===== config.mk =====
export PLATFORM = sky130hd
export DESIGN_NAME = power_energy_calc_engine
export DESIGN_NICKNAME = d
export VERILOG_FILES = /design/src/hw/power_engine_pkg.sv /design/src/hw/power_energy_calc_engine.sv
export SDC_FILE = /design/constraint.sdc
export NUM_CORES = 2
export LEC_CHECK = 0
export BUFFER_PORTS_ARGS = -buffer_cell sky130_fd_sc_hd__buf_2
export CAP_MARGIN = 20
export CORE_ASPECT_RATIO = 1.2
export CORE_MARGIN = 2
export CORE_UTILIZATION = 60
export CTS_BUF_LIST = sky130_fd_sc_hd__clkbuf_16
export DETAILED_ROUTE_END_ITERATION = 10
export PLACE_DENSITY = 0.77
export REMOVE_ABC_BUFFERS = 1
export SYNTH_ARGS = -nofsm -noshare
export SYNTH_HDL_FRONTEND = slang
export SYNTH_SLANG_ARGS = --single-unit
export TNS_END_PERCENT = 10

===== constraint.sdc =====
create_clock -name pclk -period 22.8 [get_ports pclk]
set_input_delay 3.42 -clock pclk [delete_from_list [all_inputs] [get_ports pclk]]
set_output_delay 3.42 -clock pclk [all_outputs]
set_load 0.02 [all_outputs]

===== src/hw/power_engine_pkg.sv =====
// constants and types shared by the power, energy and charge calculation engine
package power_engine_pkg;

  // ---------------------------------------------------------------
  // clock and conversion timing
  // ---------------------------------------------------------------
  localparam int unsigned CLK_FREQ_KHZ = 25000;
  localparam int unsigned US_PER_MS = 1000;
  localparam int unsigned CT_US [8] = '{50, 84, 150, 280, 540, 1052, 2074, 4120};
  localparam int unsigned CT_W = 17;

  // exact cycle count for a conversion time in microseconds
  function automatic int unsigned ct_cycles(input int unsigned us);
    return (us * CLK_FREQ_KHZ) / US_PER_MS;
  endfunction

  // ---------------------------------------------------------------
  // data widths and arithmetic scaling
  // ---------------------------------------------------------------
  localparam int unsigned ADC_W = 20;
  localparam int unsigned CAL_W = 15;
  localparam int unsigned CUR_W = 24;
  localparam int unsigned PWR_W = 24;
  localparam int unsigned ACC_W = 32;
  localparam int unsigned AVG_EXP_W = 4;
  localparam int unsigned CNT_W = 11;
  localparam int unsigned SUM_W = ADC_W + 10;
  localparam int unsigned CSUM_W = CUR_W + 10;
  localparam int unsigned CUR_SHIFT = 11;
  localparam int unsigned PWR_SHIFT = 20;
  localparam logic [AVG_EXP_W-1:0] AVG_MAX_EXP = 4'hA;

  // ---------------------------------------------------------------
  // register map, byte addresses
  // ---------------------------------------------------------------
  localparam int unsigned ADDR_W = 8;
  localparam logic [ADDR_W-1:0] OFS_CTRL = 8'h00;
  localparam logic [ADDR_W-1:0] OFS_TIMING = 8'h04;
  localparam logic [ADDR_W-1:0] OFS_SHUNT_CAL = 8'h08;
  localparam logic [ADDR_W-1:0] OFS_STATUS = 8'h0C;
  localparam logic [ADDR_W-1:0] OFS_CURRENT = 8'h10;
  localparam logic [ADDR_W-1:0] OFS_VBUS = 8'h14;
  localparam logic [ADDR_W-1:0] OFS_DIETEMP = 8'h18;
  localparam logic [ADDR_W-1:0] OFS_POWER = 8'h1C;
  localparam logic [ADDR_W-1:0] OFS_ENERGY = 8'h20;
  localparam logic [ADDR_W-1:0] OFS_CHARGE = 8'h24;
  localparam logic [ADDR_W-1:0] OFS_VSHUNT = 8'h28;

  // control fields
  localparam int unsigned CTRL_EN_LSB = 0;
  localparam int unsigned CTRL_CONT = 3;
  localparam int unsigned CTRL_ACC_CLR = 4;
  localparam logic [4:0] CTRL_RESET = 5'h00;
  // timing fields
  localparam int unsigned CT_FIELD_W = 3;
  localparam int unsigned TIM_SH_LSB = 0;
  localparam int unsigned TIM_BUS_LSB = 3;
  localparam int unsigned TIM_TEMP_LSB = 6;
  localparam int unsigned TIM_AVG_LSB = 9;
  localparam logic [12:0] TIMING_RESET = 13'h0DB6;
  localparam logic [CAL_W-1:0] CAL_RESET = 15'h0000;
  // status fields
  localparam int unsigned ST_READY = 0;
  localparam int unsigned ST_BUSY = 1;

  // ---------------------------------------------------------------
  // multiplexer channels and engine states
  // ---------------------------------------------------------------
  localparam logic [1:0] CH_SHUNT = 2'h0;
  localparam logic [1:0] CH_BUS = 2'h1;
  localparam logic [1:0] CH_TEMP = 2'h2;

  typedef enum logic {st_idle, st_conv} engine_state_type;

endpackage


===== src/hw/power_energy_calc_engine.sv =====
// measurement sequencer and background current, power, energy and charge engine
// What this block does
// - each shunt conversion end computes current and adds to charge
// - each bus conversion end computes power and adds to energy
// - power uses the last computed current and the newest bus sample
// - zero shunt calibration reports power, energy and charge as zero
// - with single-sample averaging, outputs load directly at each conversion end
// - with averaging, samples go to averaging sums, not outputs
// - each new current, voltage and temperature value adds into its sum
// - after the last sample, average, compute power, load all outputs
// - energy and charge accumulate every conversion regardless of averaging
// - energy and charge are never averaged
// - arithmetic happens at the conversion-end edge, adding no conversion time
// - one shared converter, inputs selected one at a time by a mux
// - continuous or triggered operation chosen by a control bit
// - time codes 0..7 give 50,84,150,280,540,1052,2074,4120 us
//
// Implementation choices: the register offsets and the APB register port.
module power_energy_calc_engine
  import power_engine_pkg::*;
#(
  parameter int unsigned CT_CYCLES [8] = '{ct_cycles(CT_US[0]), ct_cycles(CT_US[1]),
    ct_cycles(CT_US[2]), ct_cycles(CT_US[3]), ct_cycles(CT_US[4]), ct_cycles(CT_US[5]),
    ct_cycles(CT_US[6]), ct_cycles(CT_US[7])}
)
(
  input wire logic pclk,
  input wire logic presetn,
  input wire logic psel,
  input wire logic penable,
  input wire logic pwrite,
  input wire logic [31:0] paddr,
  input wire logic [31:0] pwdata,
  input wire logic [3:0] pstrb,
  output logic [31:0] prdata,
  output logic pready,
  output logic pslverr,
  input wire logic [ADC_W-1:0] adc_data,
  output logic [1:0] adc_sel,
  output logic adc_busy
);

  // ---------------------------------------------------------------
  // helper functions
  // ---------------------------------------------------------------
  // lowest-numbered enabled channel, shunt when none
  function automatic logic [1:0] first_en(input logic [2:0] en);
    logic [1:0] r;
    r = CH_SHUNT;
    for (int i = 2; i >= 0; i--)
    begin
      if (en[i])
        r = 2'(i);
    end
    return r;
  endfunction

  // next enabled channel after ch, top bit flags wrap to a new cycle
  function automatic logic [2:0] next_en(input logic [1:0] ch, input logic [2:0] en);
    logic [2:0] r;
    r = {1'b1, first_en(en)};
    for (int i = 2; i >= 0; i--)
    begin
      if (i > int'(ch) && en[i])
        r = {1'b0, 2'(i)};
    end
    return r;
  endfunction

  // scaled current from shunt sample and calibration
  function automatic logic signed [CUR_W-1:0] cur_calc(input logic signed [ADC_W-1:0] v,
                                                      input logic [CAL_W-1:0] cal);
    logic signed [ADC_W+CAL_W:0] p;
    p = v * $signed({1'b0, cal});
    return p[CUR_SHIFT +: CUR_W];
  endfunction

  // power magnitude from current and bus voltage
  function automatic logic [PWR_W-1:0] pwr_calc(input logic signed [CUR_W-1:0] cur,
                                               input logic [ADC_W-1:0] vbus);
    logic [CUR_W-1:0] mag;
    logic [CUR_W+ADC_W-1:0] p;
    mag = cur[CUR_W-1] ? CUR_W'(-cur) : CUR_W'(cur);
    p = mag * vbus;
    return p[PWR_SHIFT +: PWR_W];
  endfunction

  // divide a sum by the power-of-two sample count
  function automatic logic signed [CSUM_W-1:0] avg_div(input logic signed [CSUM_W-1:0] s,
                                                      input logic [AVG_EXP_W-1:0] e);
    return s >>> e;
  endfunction

  // ---------------------------------------------------------------
  // register file and apb decode
  // ---------------------------------------------------------------
  logic [4:0] ctrl_q;
  logic [12:0] timing_q;
  logic [CAL_W-1:0] cal_q;
  logic ready_q;
  logic [31:0] prdata_q;
  logic [ADDR_W-1:0] addr;
  logic acc_phase;
  logic mapped;
  logic ctrl_wr;
  logic timing_wr;
  logic status_rd;
  logic [2:0] wr_en;
  logic [AVG_EXP_W-1:0] avg_exp;
  logic [31:0] rd_mux;

  engine_state_type state_q;
  logic [1:0] ch_q;
  logic [CT_W-1:0] timer_q;
  logic [CNT_W-1:0] cyc_q;
  logic signed [CUR_W-1:0] cur_last_q;
  logic signed [CUR_W-1:0] cur_out_q;
  logic signed [ADC_W-1:0] shunt_out_q;
  logic [ADC_W-1:0] vbus_out_q;
  logic signed [ADC_W-1:0] temp_out_q;
  logic [PWR_W-1:0] pwr_out_q;
  logic signed [ACC_W-1:0] energy_q;
  logic signed [ACC_W-1:0] charge_q;
  logic signed [CSUM_W-1:0] cur_sum_q;
  logic signed [SUM_W-1:0] shunt_sum_q;
  logic [SUM_W-1:0] vbus_sum_q;
  logic signed [SUM_W-1:0] temp_sum_q;

  assign addr = paddr[ADDR_W-1:0];
  assign acc_phase = psel && penable;
  assign wr_en = ctrl_q[CTRL_EN_LSB +: 3];

  // unmapped addresses answer with an error, upper address bits must be zero
  always_comb
  begin
    mapped = (paddr[31:ADDR_W] == '0) && (addr[1:0] == 2'h0) && (addr <= OFS_VSHUNT);
  end

  assign ctrl_wr = acc_phase && pwrite && mapped && (addr == OFS_CTRL) && pstrb[0];
  assign timing_wr = acc_phase && pwrite && mapped && (addr == OFS_TIMING);
  assign status_rd = acc_phase && !pwrite && mapped && (addr == OFS_STATUS);
  assign pready = acc_phase;
  assign pslverr = acc_phase && !mapped;
  assign prdata = prdata_q;

  // clamp the averaging exponent, largest count is 1024 samples
  assign avg_exp = (timing_q[TIM_AVG_LSB +: AVG_EXP_W] > AVG_MAX_EXP) ?
                   AVG_MAX_EXP : timing_q[TIM_AVG_LSB +: AVG_EXP_W];

  // configuration registers, byte strobes honoured per lane
  always_ff @(posedge pclk or negedge presetn)
  begin
    if (!presetn)
    begin
      ctrl_q <= CTRL_RESET;
      timing_q <= TIMING_RESET;
      cal_q <= CAL_RESET;
    end
    else if (acc_phase && pwrite && mapped)
    begin
      if (addr == OFS_CTRL && pstrb[0])
        ctrl_q <= {1'b0, pwdata[3:0]}; // clear bit is a command, never stored
      else if (addr == OFS_TIMING)
      begin
        if (pstrb[0])
          timing_q[7:0] <= pwdata[7:0];
        if (pstrb[1])
          timing_q[12:8] <= pwdata[12:8];
      end
      else if (addr == OFS_SHUNT_CAL)
      begin
        if (pstrb[0])
          cal_q[7:0] <= pwdata[7:0];
        if (pstrb[1])
          cal_q[14:8] <= pwdata[14:8];
      end
    end
  end

  // read mux; power, energy and charge gated to zero while calibration is zero
  always_comb
  begin
    rd_mux = 32'h0000_0000;
    if (addr == OFS_CTRL)
      rd_mux = {27'h0, ctrl_q};
    else if (addr == OFS_TIMING)
      rd_mux = {19'h0, timing_q};
    else if (addr == OFS_SHUNT_CAL)
      rd_mux = {17'h0, cal_q};
    else if (addr == OFS_STATUS)
      rd_mux = {30'h0, (state_q == st_conv), ready_q};
    else if (addr == OFS_CURRENT)
      rd_mux = 32'(cur_out_q);
    else if (addr == OFS_VBUS)
      rd_mux = {12'h000, vbus_out_q};
    else if (addr == OFS_DIETEMP)
      rd_mux = 32'(temp_out_q);
    else if (addr == OFS_POWER)
      rd_mux = (cal_q == '0) ? 32'h0000_0000 : {8'h00, pwr_out_q};
    else if (addr == OFS_ENERGY)
      rd_mux = (cal_q == '0) ? 32'h0000_0000 : 32'(energy_q);
    else if (addr == OFS_CHARGE)
      rd_mux = (cal_q == '0) ? 32'h0000_0000 : 32'(charge_q);
    else if (addr == OFS_VSHUNT)
      rd_mux = 32'(shunt_out_q);
  end

  // read data captured in the setup phase, so it is flopped by the access phase
  always_ff @(posedge pclk or negedge presetn)
  begin
    if (!presetn)
      prdata_q <= 32'h0000_0000;
    else if (psel && !penable && !pwrite)
      prdata_q <= mapped ? rd_mux : 32'h0000_0000;
  end

  // ---------------------------------------------------------------
  // conversion sequencer
  // ---------------------------------------------------------------
  logic conv_end;
  logic [2:0] nxt;
  logic cycle_end;
  logic avg_done;
  logic [2:0] new_en;
  logic [1:0] new_first;
  logic [CT_W-1:0] ct_next;

  assign conv_end = (state_q == st_conv) && (timer_q == '0);
  assign nxt = next_en(ch_q, wr_en);
  assign cycle_end = conv_end && nxt[2];
  assign avg_done = cycle_end && (cyc_q == CNT_W'((1 << avg_exp) - 1));
  assign new_en = pwdata[CTRL_EN_LSB +: 3];
  assign new_first = first_en(new_en);
  assign adc_sel = ch_q;
  assign adc_busy = (state_q == st_conv);

  // per-channel conversion length from its own time code
  function automatic logic [CT_W-1:0] ct_load(input logic [1:0] ch, input logic [12:0] tim);
    logic [CT_FIELD_W-1:0] code;
    code = tim[TIM_SH_LSB +: CT_FIELD_W];
    if (ch == CH_BUS)
      code = tim[TIM_BUS_LSB +: CT_FIELD_W];
    else if (ch == CH_TEMP)
      code = tim[TIM_TEMP_LSB +: CT_FIELD_W];
    return CT_W'(CT_CYCLES[code] - 1);
  endfunction

  assign ct_next = ct_load(nxt[1:0], timing_q);

  // a control write aborts and restarts, or stops when no input is enabled; triggered mode stops after one full average
  always_ff @(posedge pclk or negedge presetn)
  begin
    if (!presetn)
    begin
      state_q <= st_idle;
      ch_q <= CH_SHUNT;
      timer_q <= '0;
      cyc_q <= '0;
    end
    else if (ctrl_wr)
    begin
      ch_q <= new_first;
      timer_q <= ct_load(new_first, timing_q);
      cyc_q <= '0;
      state_q <= (new_en != 3'h0) ? st_conv : st_idle;
    end
    else if (state_q == st_conv)
    begin
      if (!conv_end)
        timer_q <= timer_q - CT_W'(1);
      else
      begin
        ch_q <= nxt[1:0];
        timer_q <= ct_next;
        if (avg_done)
          cyc_q <= '0;
        else if (cycle_end)
          cyc_q <= cyc_q + CNT_W'(1);
        if (avg_done && !ctrl_q[CTRL_CONT])
          state_q <= st_idle;
      end
    end
  end

  // ready flag: set after all conversions and averaging, set beats a clear
  always_ff @(posedge pclk or negedge presetn)
  begin
    if (!presetn)
      ready_q <= 1'b0;
    else if (avg_done)
      ready_q <= 1'b1;
    else if (status_rd || timing_wr || (ctrl_wr && new_en != 3'h0))
      ready_q <= 1'b0;
  end

  // ---------------------------------------------------------------
  // calculation engine
  // ---------------------------------------------------------------
  logic signed [ADC_W-1:0] sample;
  logic signed [CUR_W-1:0] cur_new;
  logic [PWR_W-1:0] pwr_new;
  logic sh_end;
  logic bus_end;
  logic tmp_end;
  logic signed [CSUM_W-1:0] cur_full;
  logic signed [SUM_W-1:0] shunt_full;
  logic [SUM_W-1:0] vbus_full;
  logic signed [SUM_W-1:0] temp_full;
  logic signed [CSUM_W-1:0] cur_avg;
  logic [CSUM_W-1:0] vbus_avg;

  assign sample = adc_data;
  assign sh_end = conv_end && (ch_q == CH_SHUNT);
  assign bus_end = conv_end && (ch_q == CH_BUS);
  assign tmp_end = conv_end && (ch_q == CH_TEMP);
  assign cur_new = cur_calc(sample, cal_q);
  assign pwr_new = pwr_calc(cur_last_q, adc_data);

  // sums including the sample ending now, so the final load needs no extra cycle
  assign cur_full = cur_sum_q + (sh_end ? CSUM_W'(cur_new) : '0);
  assign shunt_full = shunt_sum_q + (sh_end ? SUM_W'(sample) : '0);
  assign vbus_full = vbus_sum_q + (bus_end ? SUM_W'(adc_data) : '0);
  assign temp_full = temp_sum_q + (tmp_end ? SUM_W'(sample) : '0);
  assign cur_avg = avg_div(cur_full, avg_exp);
  assign vbus_avg = avg_div($signed({4'h0, vbus_full}), avg_exp);

  // last instantaneous current, the operand for the next power product
  always_ff @(posedge pclk or negedge presetn)
  begin
    if (!presetn)
      cur_last_q <= '0;
    else if (sh_end)
      cur_last_q <= cur_new;
  end

  // averaging sums; restarted on completion or on a control write
  always_ff @(posedge pclk or negedge presetn)
  begin
    if (!presetn)
    begin
      cur_sum_q <= '0;
      shunt_sum_q <= '0;
      vbus_sum_q <= '0;
      temp_sum_q <= '0;
    end
    else if (ctrl_wr || avg_done)
    begin
      cur_sum_q <= '0;
      shunt_sum_q <= '0;
      vbus_sum_q <= '0;
      temp_sum_q <= '0;
    end
    else if (conv_end)
    begin
      cur_sum_q <= cur_full;
      shunt_sum_q <= shunt_full;
      vbus_sum_q <= vbus_full;
      temp_sum_q <= temp_full;
    end
  end

  // output registers: direct at one sample, else loaded once per full average
  always_ff @(posedge pclk or negedge presetn)
  begin
    if (!presetn)
    begin
      cur_out_q <= '0;
      shunt_out_q <= '0;
      vbus_out_q <= '0;
      temp_out_q <= '0;
      pwr_out_q <= '0;
    end
    else if (avg_exp == '0)
    begin
      if (sh_end)
      begin
        shunt_out_q <= sample;
        cur_out_q <= cur_new;
      end
      if (bus_end)
      begin
        vbus_out_q <= adc_data;
        pwr_out_q <= pwr_new;
      end
      if (tmp_end)
        temp_out_q <= sample;
    end
    else if (avg_done)
    begin
      cur_out_q <= cur_avg[CUR_W-1:0];
      shunt_out_q <= ADC_W'(avg_div(CSUM_W'(shunt_full), avg_exp));
      vbus_out_q <= vbus_avg[ADC_W-1:0];
      temp_out_q <= ADC_W'(avg_div(CSUM_W'(temp_full), avg_exp));
      pwr_out_q <= pwr_calc(cur_avg[CUR_W-1:0], vbus_avg[ADC_W-1:0]);
    end
  end

  // accumulators take every conversion, unaveraged, in the same edge as the result
  always_ff @(posedge pclk or negedge presetn)
  begin
    if (!presetn)
    begin
      energy_q <= '0;
      charge_q <= '0;
    end
    else if (ctrl_wr && pwdata[CTRL_ACC_CLR])
    begin
      energy_q <= '0;
      charge_q <= '0;
    end
    else if (cal_q == '0)
    begin
      energy_q <= '0;
      charge_q <= '0;
    end
    else
    begin
      if (bus_end)
        energy_q <= energy_q + ACC_W'(pwr_new);
      if (sh_end)
        charge_q <= charge_q + ACC_W'(cur_new);
    end
  end

endmodule


Yosys cells after proc, flatten, opt, wreduce, memory -nomap -nowiden:

Memory sizes are Yosys's and may differ from the RTL's.
Index checks and enable logic that the tools add are counted.

* flip-flop bits (word level): 416
* latch bits: 0
* RAM bits: 0
* bits in read-only memories: 512
* bits of input ports: 93
* output and inout port bits: 37
* memories: 2

Memory list
* (name not given): depth 8, bits a word 32, read ports 1, clocked after memory_dff 0, wr ports 0, line power_energy_calc_engine.sv:245 `return CT_W'(CT_CYCLES[code] - 1);`
* (name not given): depth 8, bits a word 32, read ports 1, clocked after memory_dff 0, wr ports 0, line power_energy_calc_engine.sv:245

* add/subtract/negate cells: 13
* $mul: 3
* div/mod/pow operators: 0
* $lt $le $gt $ge: 6
* equality and inequality tests: 20
* shifts and indexed selects: 5
* muxes and demuxes: 86
* bitwise gates (word level): 4
* reductions and logical operators: 59

Operators by type and width (number)
* two-way mux 32 bit: 20
* two-way mux 30 bit: 8
* two-way mux 24 bit: 9
* two-way mux 20 bit: 10
* two-way mux 17 bit: 7
* two-way mux 34 bit: 3
* multiplier 24 x 20 -> 44 bit: 2
* adder 32 x 24 -> 32 bit: 2
* adder 30 bit: 2
* >>> shifter 30 x 4 -> 20 bit: 2
* two-way mux 11 bit: 5
* subtractor 17 x 1 -> 17 bit, second input constant: 3
* negator 24 bit: 2
* multiplier 20 x 16 -> 35 bit: 1
* adder 34 bit: 1
* >>> shifter 34 x 4 -> 24 bit: 1
* equality test 8 x 5 -> 1 bit, second input constant: 4
* >>> shifter 31 x 4 -> 20 bit: 1
* adder 30 x 20 -> 30 bit: 1
* logical AND 1 bit: 26
* equality test 8 x 6 -> 1 bit, second input constant: 3
* zero test 24 bit: 1
* two-way mux 3 bit: 7
* two-way mux 2 bit: 9
* 31 further kinds: 66

Logic depth before layout (Yosys ltp):

* depth in word-level cells: 16
* gate-level depth with buffers: 80

Worst setup path before layout:

Ideal clock, no wire load.

* path kind: input -> register
* start: input port adc_data[18]
* end: register pwr_out_q[21]
* setup time: 0.139 ns
* data arrival time: 19.237 ns
* data required time: 22.661 ns
* path slack: 3.423 ns
* stages on the path: 75
* cell sequence: clkbuf_1 -> clkbuf_1 -> nand2_1 -> fa_1 -> fa_1 -> inv_1 -> fa_1 -> inv_1 -> fa_1 -> fa_1 -> fa_1 -> inv_1 -> ha_1 -> a21o_1 -> a21o_1 -> a21o_1 -> nor2b_1 -> a21oi_1 -> (+39 left out) -> inv_1 -> fa_1 -> inv_1 -> ha_1 -> a21o_1 -> a21oi_1 -> o21bai_1 -> a21o_1 -> a21oi_1 -> o21ai_0 -> a21oi_1 -> and3_1 -> a21boi_4 -> o311ai_2 -> o211ai_2 -> a21oi_1 -> xor2_1 -> a211oi_2

* longest elaborated chain between the ends: 9
* elaborated cells on any way between the ends: 14
* those cells by class: 3 x add/sub; 3 x mul; 2 x shift; 6 x mux

RTL lines
* start: declaration: line power_energy_calc_engine.sv:38 `input wire logic [ADC_W-1:0] adc_data,`
* multiplier 20 x 16 -> 35 bit *: line power_energy_calc_engine.sv:74 `p = v * $signed({1'b0, cal});`
* named net cur_new[22]: line power_energy_calc_engine.sv:300 `logic signed [CUR_W-1:0] cur_new;`
* two-way mux 34 bit *: line power_energy_calc_engine.sv:320 `assign cur_full = cur_sum_q + (sh_end ? CSUM_W'(cur_new) : '0);`
* adder 34 bit *: line power_energy_calc_engine.sv:320
* >>> shifter 34 x 4 -> 24 bit *: line power_energy_calc_engine.sv:91 `return s >>> e;`
* negator 24 bit: line power_energy_calc_engine.sv:83 `mag = cur[CUR_W-1] ? CUR_W'(-cur) : CUR_W'(cur);`
* two-way mux 24 bit *: line power_energy_calc_engine.sv:83
* multiplier 24 x 20 -> 44 bit *: line power_energy_calc_engine.sv:84 `p = mag * vbus;`
* two-way mux 24 bit *: line power_energy_calc_engine.sv:388 `else if (avg_done)`
* two-way mux 24 bit *: line power_energy_calc_engine.sv:373 `else if (avg_exp == '0)`
* end signal: assignment: line power_energy_calc_engine.sv:383 `pwr_out_q <= pwr_new;`
* end signal: assignment: line power_energy_calc_engine.sv:394 `pwr_out_q <= pwr_calc(cur_avg[CUR_W-1:0], vbus_avg[ADC_W-1:0]);`
* end: declaration: line power_energy_calc_engine.sv:121 `logic [PWR_W-1:0] pwr_out_q;`

Mark *: on every way through the listed nets, which the timed path passes. The rest lies on a longest branch. The select of a mux whose other input is x is not followed.
A chain may end at the register's enable or synchronous reset.

Worst setup path after layout:

* start: input port adc_data[19]
* end: register pwr_out_q[20]

Same word-level chain as after synthesis.

==> results.rst <==
.. list-table::
   :header-rows: 1

   * - Metric
     - Value
   * - Adder and majority cell fraction of the synthesized area
     - 0.3917
   * - Number of DRC violations after detailed routing
     - 0
   * - Die W
     - 322.5 um
   * - Largest net degree at the start of global routing
     - 143
   * - Post-DP HPWL
     - 186600 um
   * - Standby leakage power
     - 38.35 nW
   * - Register area share after synthesis
     - 0.1426
   * - Flop pwr share
     - 0.428
   * - Internal Dissipation
     - 1.270 mW
   * - Mux cell area share after synthesis
     - 0.02173
   * - Htree depth
     - 2
   * - Die area
     - 124600 um^2
   * - TritonCTS clock tree
     - built
   * - Synth top cells by count
     - 1285 x inv_1, 1156 x nand2_1, 1080 x fa_1
   * - Synthesized-area fraction occupied by ao, oa, aoi and oai cells
     - 0.1355
   * - CP dominant cell by count
     - fa_1
   * - Clock slew at the register clock pins of the worst setup and hold paths
     - 0.06 ns
   * - Share of the cycle needed by the critical path after routing
     - 0.9368
   * - Post-route minimum period
     - 21.36 ns
   * - Worst path required time
     - around 23 ns
   * - Clock group share of total power
     - 0.507
   * - Combinational fraction of design power
     - 0.066
   * - Hold_ws
     - between 0.4 and 0.5 ns
   * - Pre-CTS setup slack
     - 0.5839 ns
   * - Cells after Synth
     - 8699
   * - Max transition margin
     - 0.1479
   * - Root buffer selected by CTS
     - clkbuf_16
   * - Xor/xnor cell area share of the yosys netlist
     - 0.03694
   * - Initial detailed-routing violation count
     - 6252
   * - Critical path class
     - primary input to register
   * - Setup repair after global routing missed its margin
     - no
   * - Mean post-synth cell area
     - about 8.4 um^2
   * - Warnings, synthesis
     - 0
   * - Final Worst Setup Slack
     - 1.441 ns
   * - CP max FO
     - 23
   * - First-pass iteration count of the detailed router
     - 7
   * - Worst voltage drop across the vdd grid
     - 0.04769 mV
   * - Async SR Flop Fraction
     - 1.000
   * - Post-synthesis register bit count
     - 416
   * - Power per standard cell area
     - 22.16 nW/um^2
   * - Worst min path class
     - register to register
   * - Source-to-sink clock delay at the later pin of the worst-skew pair
     - 0.66 ns
   * - Count of endpoints failing setup in the final report
     - 0
   * - Cell taking the most area after synthesis
     - fa_1
   * - Die Span Y
     - 386.3 um
   * - Number of max-slew violations in the final report
     - 0
   * - Final weighted congestion of routability-driven global placement
     - 1.094
   * - Number of flops mapped to enable cells by yosys
     - 0
   * - Number of buffers inserted for hold repair after clock tree synthesis
     - 0
   * - Count of endpoints failing hold in the final timing report
     - 0
   * - Vias in the first global route
     - 65870
   * - Via count
     - 64290
   * - Count of clock tree sinks
     - 416
   * - Maximum clock skew at final layout
     - about 0.035 ns
   * - Number of antenna violations at the first check in global routing
     - 18
   * - Transition time at the pin with the least slew margin
     - ~1.3 ns
   * - Sw Ratio
     - 0.2643
   * - Arr. time, crit path
     - 21.91 ns
   * - Core area
     - around 120000 um^2
   * - Global-route total usage across every layer
     - 0.4030
   * - Via count normalized by instance count
     - 6.228
   * - Max clock buf depth
     - 3
   * - Initial cell density of the core
     - 0.6036
   * - Top-area cell type share of the netlist area
     - 0.2959
   * - # nets final
     - 10370
   * - Antenna Nets Post-Route
     - 0
   * - Number of CTS-inserted buffers
     - between 40 and 50
   * - Port buffer count
     - 110
   * - Cell with the biggest individual delay on the critical path
     - xor2_1
   * - Final wirelength
     - 247000 um
   * - Post-synthesis instance area
     - about 73000 um^2
   * - Resized cells post-CTS
     - 0
   * - Max stage delay on crit path
     - between 0.7 and 0.8 ns
   * - Fraction of layout cells with a size suffix above 1
     - 0.07311
   * - Distinct cells, synth
     - 107
   * - Main synth FF type
     - dfrtp_1
   * - Total gr overflow
     - 0
   * - Floorplan row count
     - 140
   * - Number of top-level pins
     - 130
   * - Signed area change from the synthesized netlist to the final layout
     - 6.619%
   * - Launching element type of the critical path
     - primary input
   * - Average routed wire per standard cell
     - around 24 um
   * - Maximum Capacitance Violations
     - 0
   * - Simple-gate portion of the synthesized area
     - 0.1799
   * - Number of buffers inserted by post-CTS setup repair
     - 0
   * - Upper clock frequency limit
     - 46.82 MHz
   * - Total net switching power
     - around 0.46 mW
   * - Top cells by area, synth
     - fa_1 30%, dfrtp_1 14%, ha_1 9.6%, inv_1 6.6%, nand2_1 5.9%
   * - Most frequently used cell type in the post-synthesis netlist
     - inv_1
   * - Global-route wire length before repair
     - 380700 um
   * - Dominant combinational cell family by area after synthesis
     - adder cells
   * - Critical Path Sink Type
     - register
   * - Outcome
     - finished clean
==> layout make-up <==
cell class,instances,area [um^2]
diodes,18,45.04
clock buffers,49,1226
clock inverters,41,481.7
fillers,10150,43150
inverters,1289,4840
multi-input cells,6506,56240
flip-flops and latches,416,10430
well taps,1633,2043
repair buffers,371,2589
==> through the flow <==
| step | total power, mW | std cells | utilization | setup TNS (ns) | instance area, um^2 |
|---|---|---|---|---|---|
| floorplan | 0.7784 | 8211 | - | -8.378 | 71210 |
| global placement | 0.8580 | 10210 | 0.6288 | 0 | 76110 |
| detailed placement | 0.8600 | 10210 | 0.6289 | 0 | 76120 |
| CTS | 1.720 | 10300 | 0.6430 | 0 | 77830 |
| global route | 1.761 | 10310 | 0.6433 | 0 | 77870 |
| finish | 1.726 | 10320 | 0.6436 | 0 | 77900 |
==> critical path: cells and delay by family <==
family / cells / cell delay [ns]
buffers and inverters: 14 / 2.11
adders and majority gates: 16 / 7.44
and+or+nand+nor: 19 / 3.56
muxes: 1 / 0.09
xor gates and xnor gates: 3 / 1.04
AOI/OAI and AO/OA: 21 / 4.12
==> registers in the layout (all words and copies together) (netlist names), 4 cells and up <==
register	count
timing_q	13
prdata	32
shunt_sum_q	30
temp_out_q	20
shunt_out_q	20
cal_q	15
timer_q	17
temp_sum_q	30
charge_q	32
cur_sum_q	34
vbus_sum_q	30
cur_out_q	24
cyc_q	11
cur_last_q	24
energy_q	32
ctrl_q	4
pwr_out_q	24
vbus_out_q	20
==> path summary, 6_finish.rpt <==
check                                        from                   endpoint  slack, ns  cells past startpoint
setup reg to reg             cal_q[1]$_DFFE_PN0P_  pwr_out_q[20]$_DFFE_PN0P_       3.98                     74
hold / removal             prdata[27]$_DFFE_PN0P_     prdata[27]$_DFFE_PN0P_       0.48                      2
min in group asynchronous                 presetn  pwr_out_q[17]$_DFFE_PN0P_       2.79                      1
setup / recovery                     adc_data[19]  pwr_out_q[20]$_DFFE_PN0P_       1.44                     74
hold reg to reg            prdata[27]$_DFFE_PN0P_     prdata[27]$_DFFE_PN0P_       0.48                      2
max in group asynchronous                 presetn      prdata[6]$_DFFE_PN0P_      16.91                      4
==> layer usage <==
metal | global-route usage | vias to the layer above | wire length [um]
met5 | 0 | - | 13
met4 | 0.2687 | 2 | 20270
met3 | 0.09349 | 1023 | 26320
met2 | 0.6362 | 3556 | 111300
met1 | 0.4949 | 31850 | 89110
li1 | - | 27860 | -
==> power by group through the flow <==
stage               combinational (mW)  sequential (mW)  clock [mW]
floorplan                       0.0261            0.752           0
global placement                 0.106            0.752           0
detailed placement               0.108            0.752           0
CTS                              0.108            0.739       0.873
global route                     0.119            0.738       0.904
finish                           0.113            0.738       0.875
==> cells by family (layout without fill, tap and decap cells) <==
kind of cell / after synthesis / in the layout
and+or+nand+nor: 2872 / 2872
xor gates and xnor gates: 305 / 305
muxes: 148 / 148
AOI/OAI and AO/OA: 1542 / 1542
buffers and inverters: 1777 / 1750
other: 0 / 18
DFF: 416 / 416
adders and majority gates: 1639 / 1639
==> cell usage in the layout, fill, tap and decap left out, drive strengths merged, types with 49 or more instances in the layout <==
cell type	Yosys	final
a211oi	82	82
a21o	107	107
a21oi	465	465
a22o	62	62
a22oi	74	74
a31oi	57	57
and2	378	378
and3	85	85
buf	48	371
clkbuf	440	49
dfrtp	408	408
fa	1080	1080
ha	559	559
inv	1286	1294
mux2i	99	99
nand2	1157	1157
nand2b	83	83
nand3	101	101
nor2	710	710
nor2b	69	69
nor3	107	107
o21ai	353	353
xnor2	201	201
xor2	102	102
Note: power is estimated with default switching activity, not from simulation.
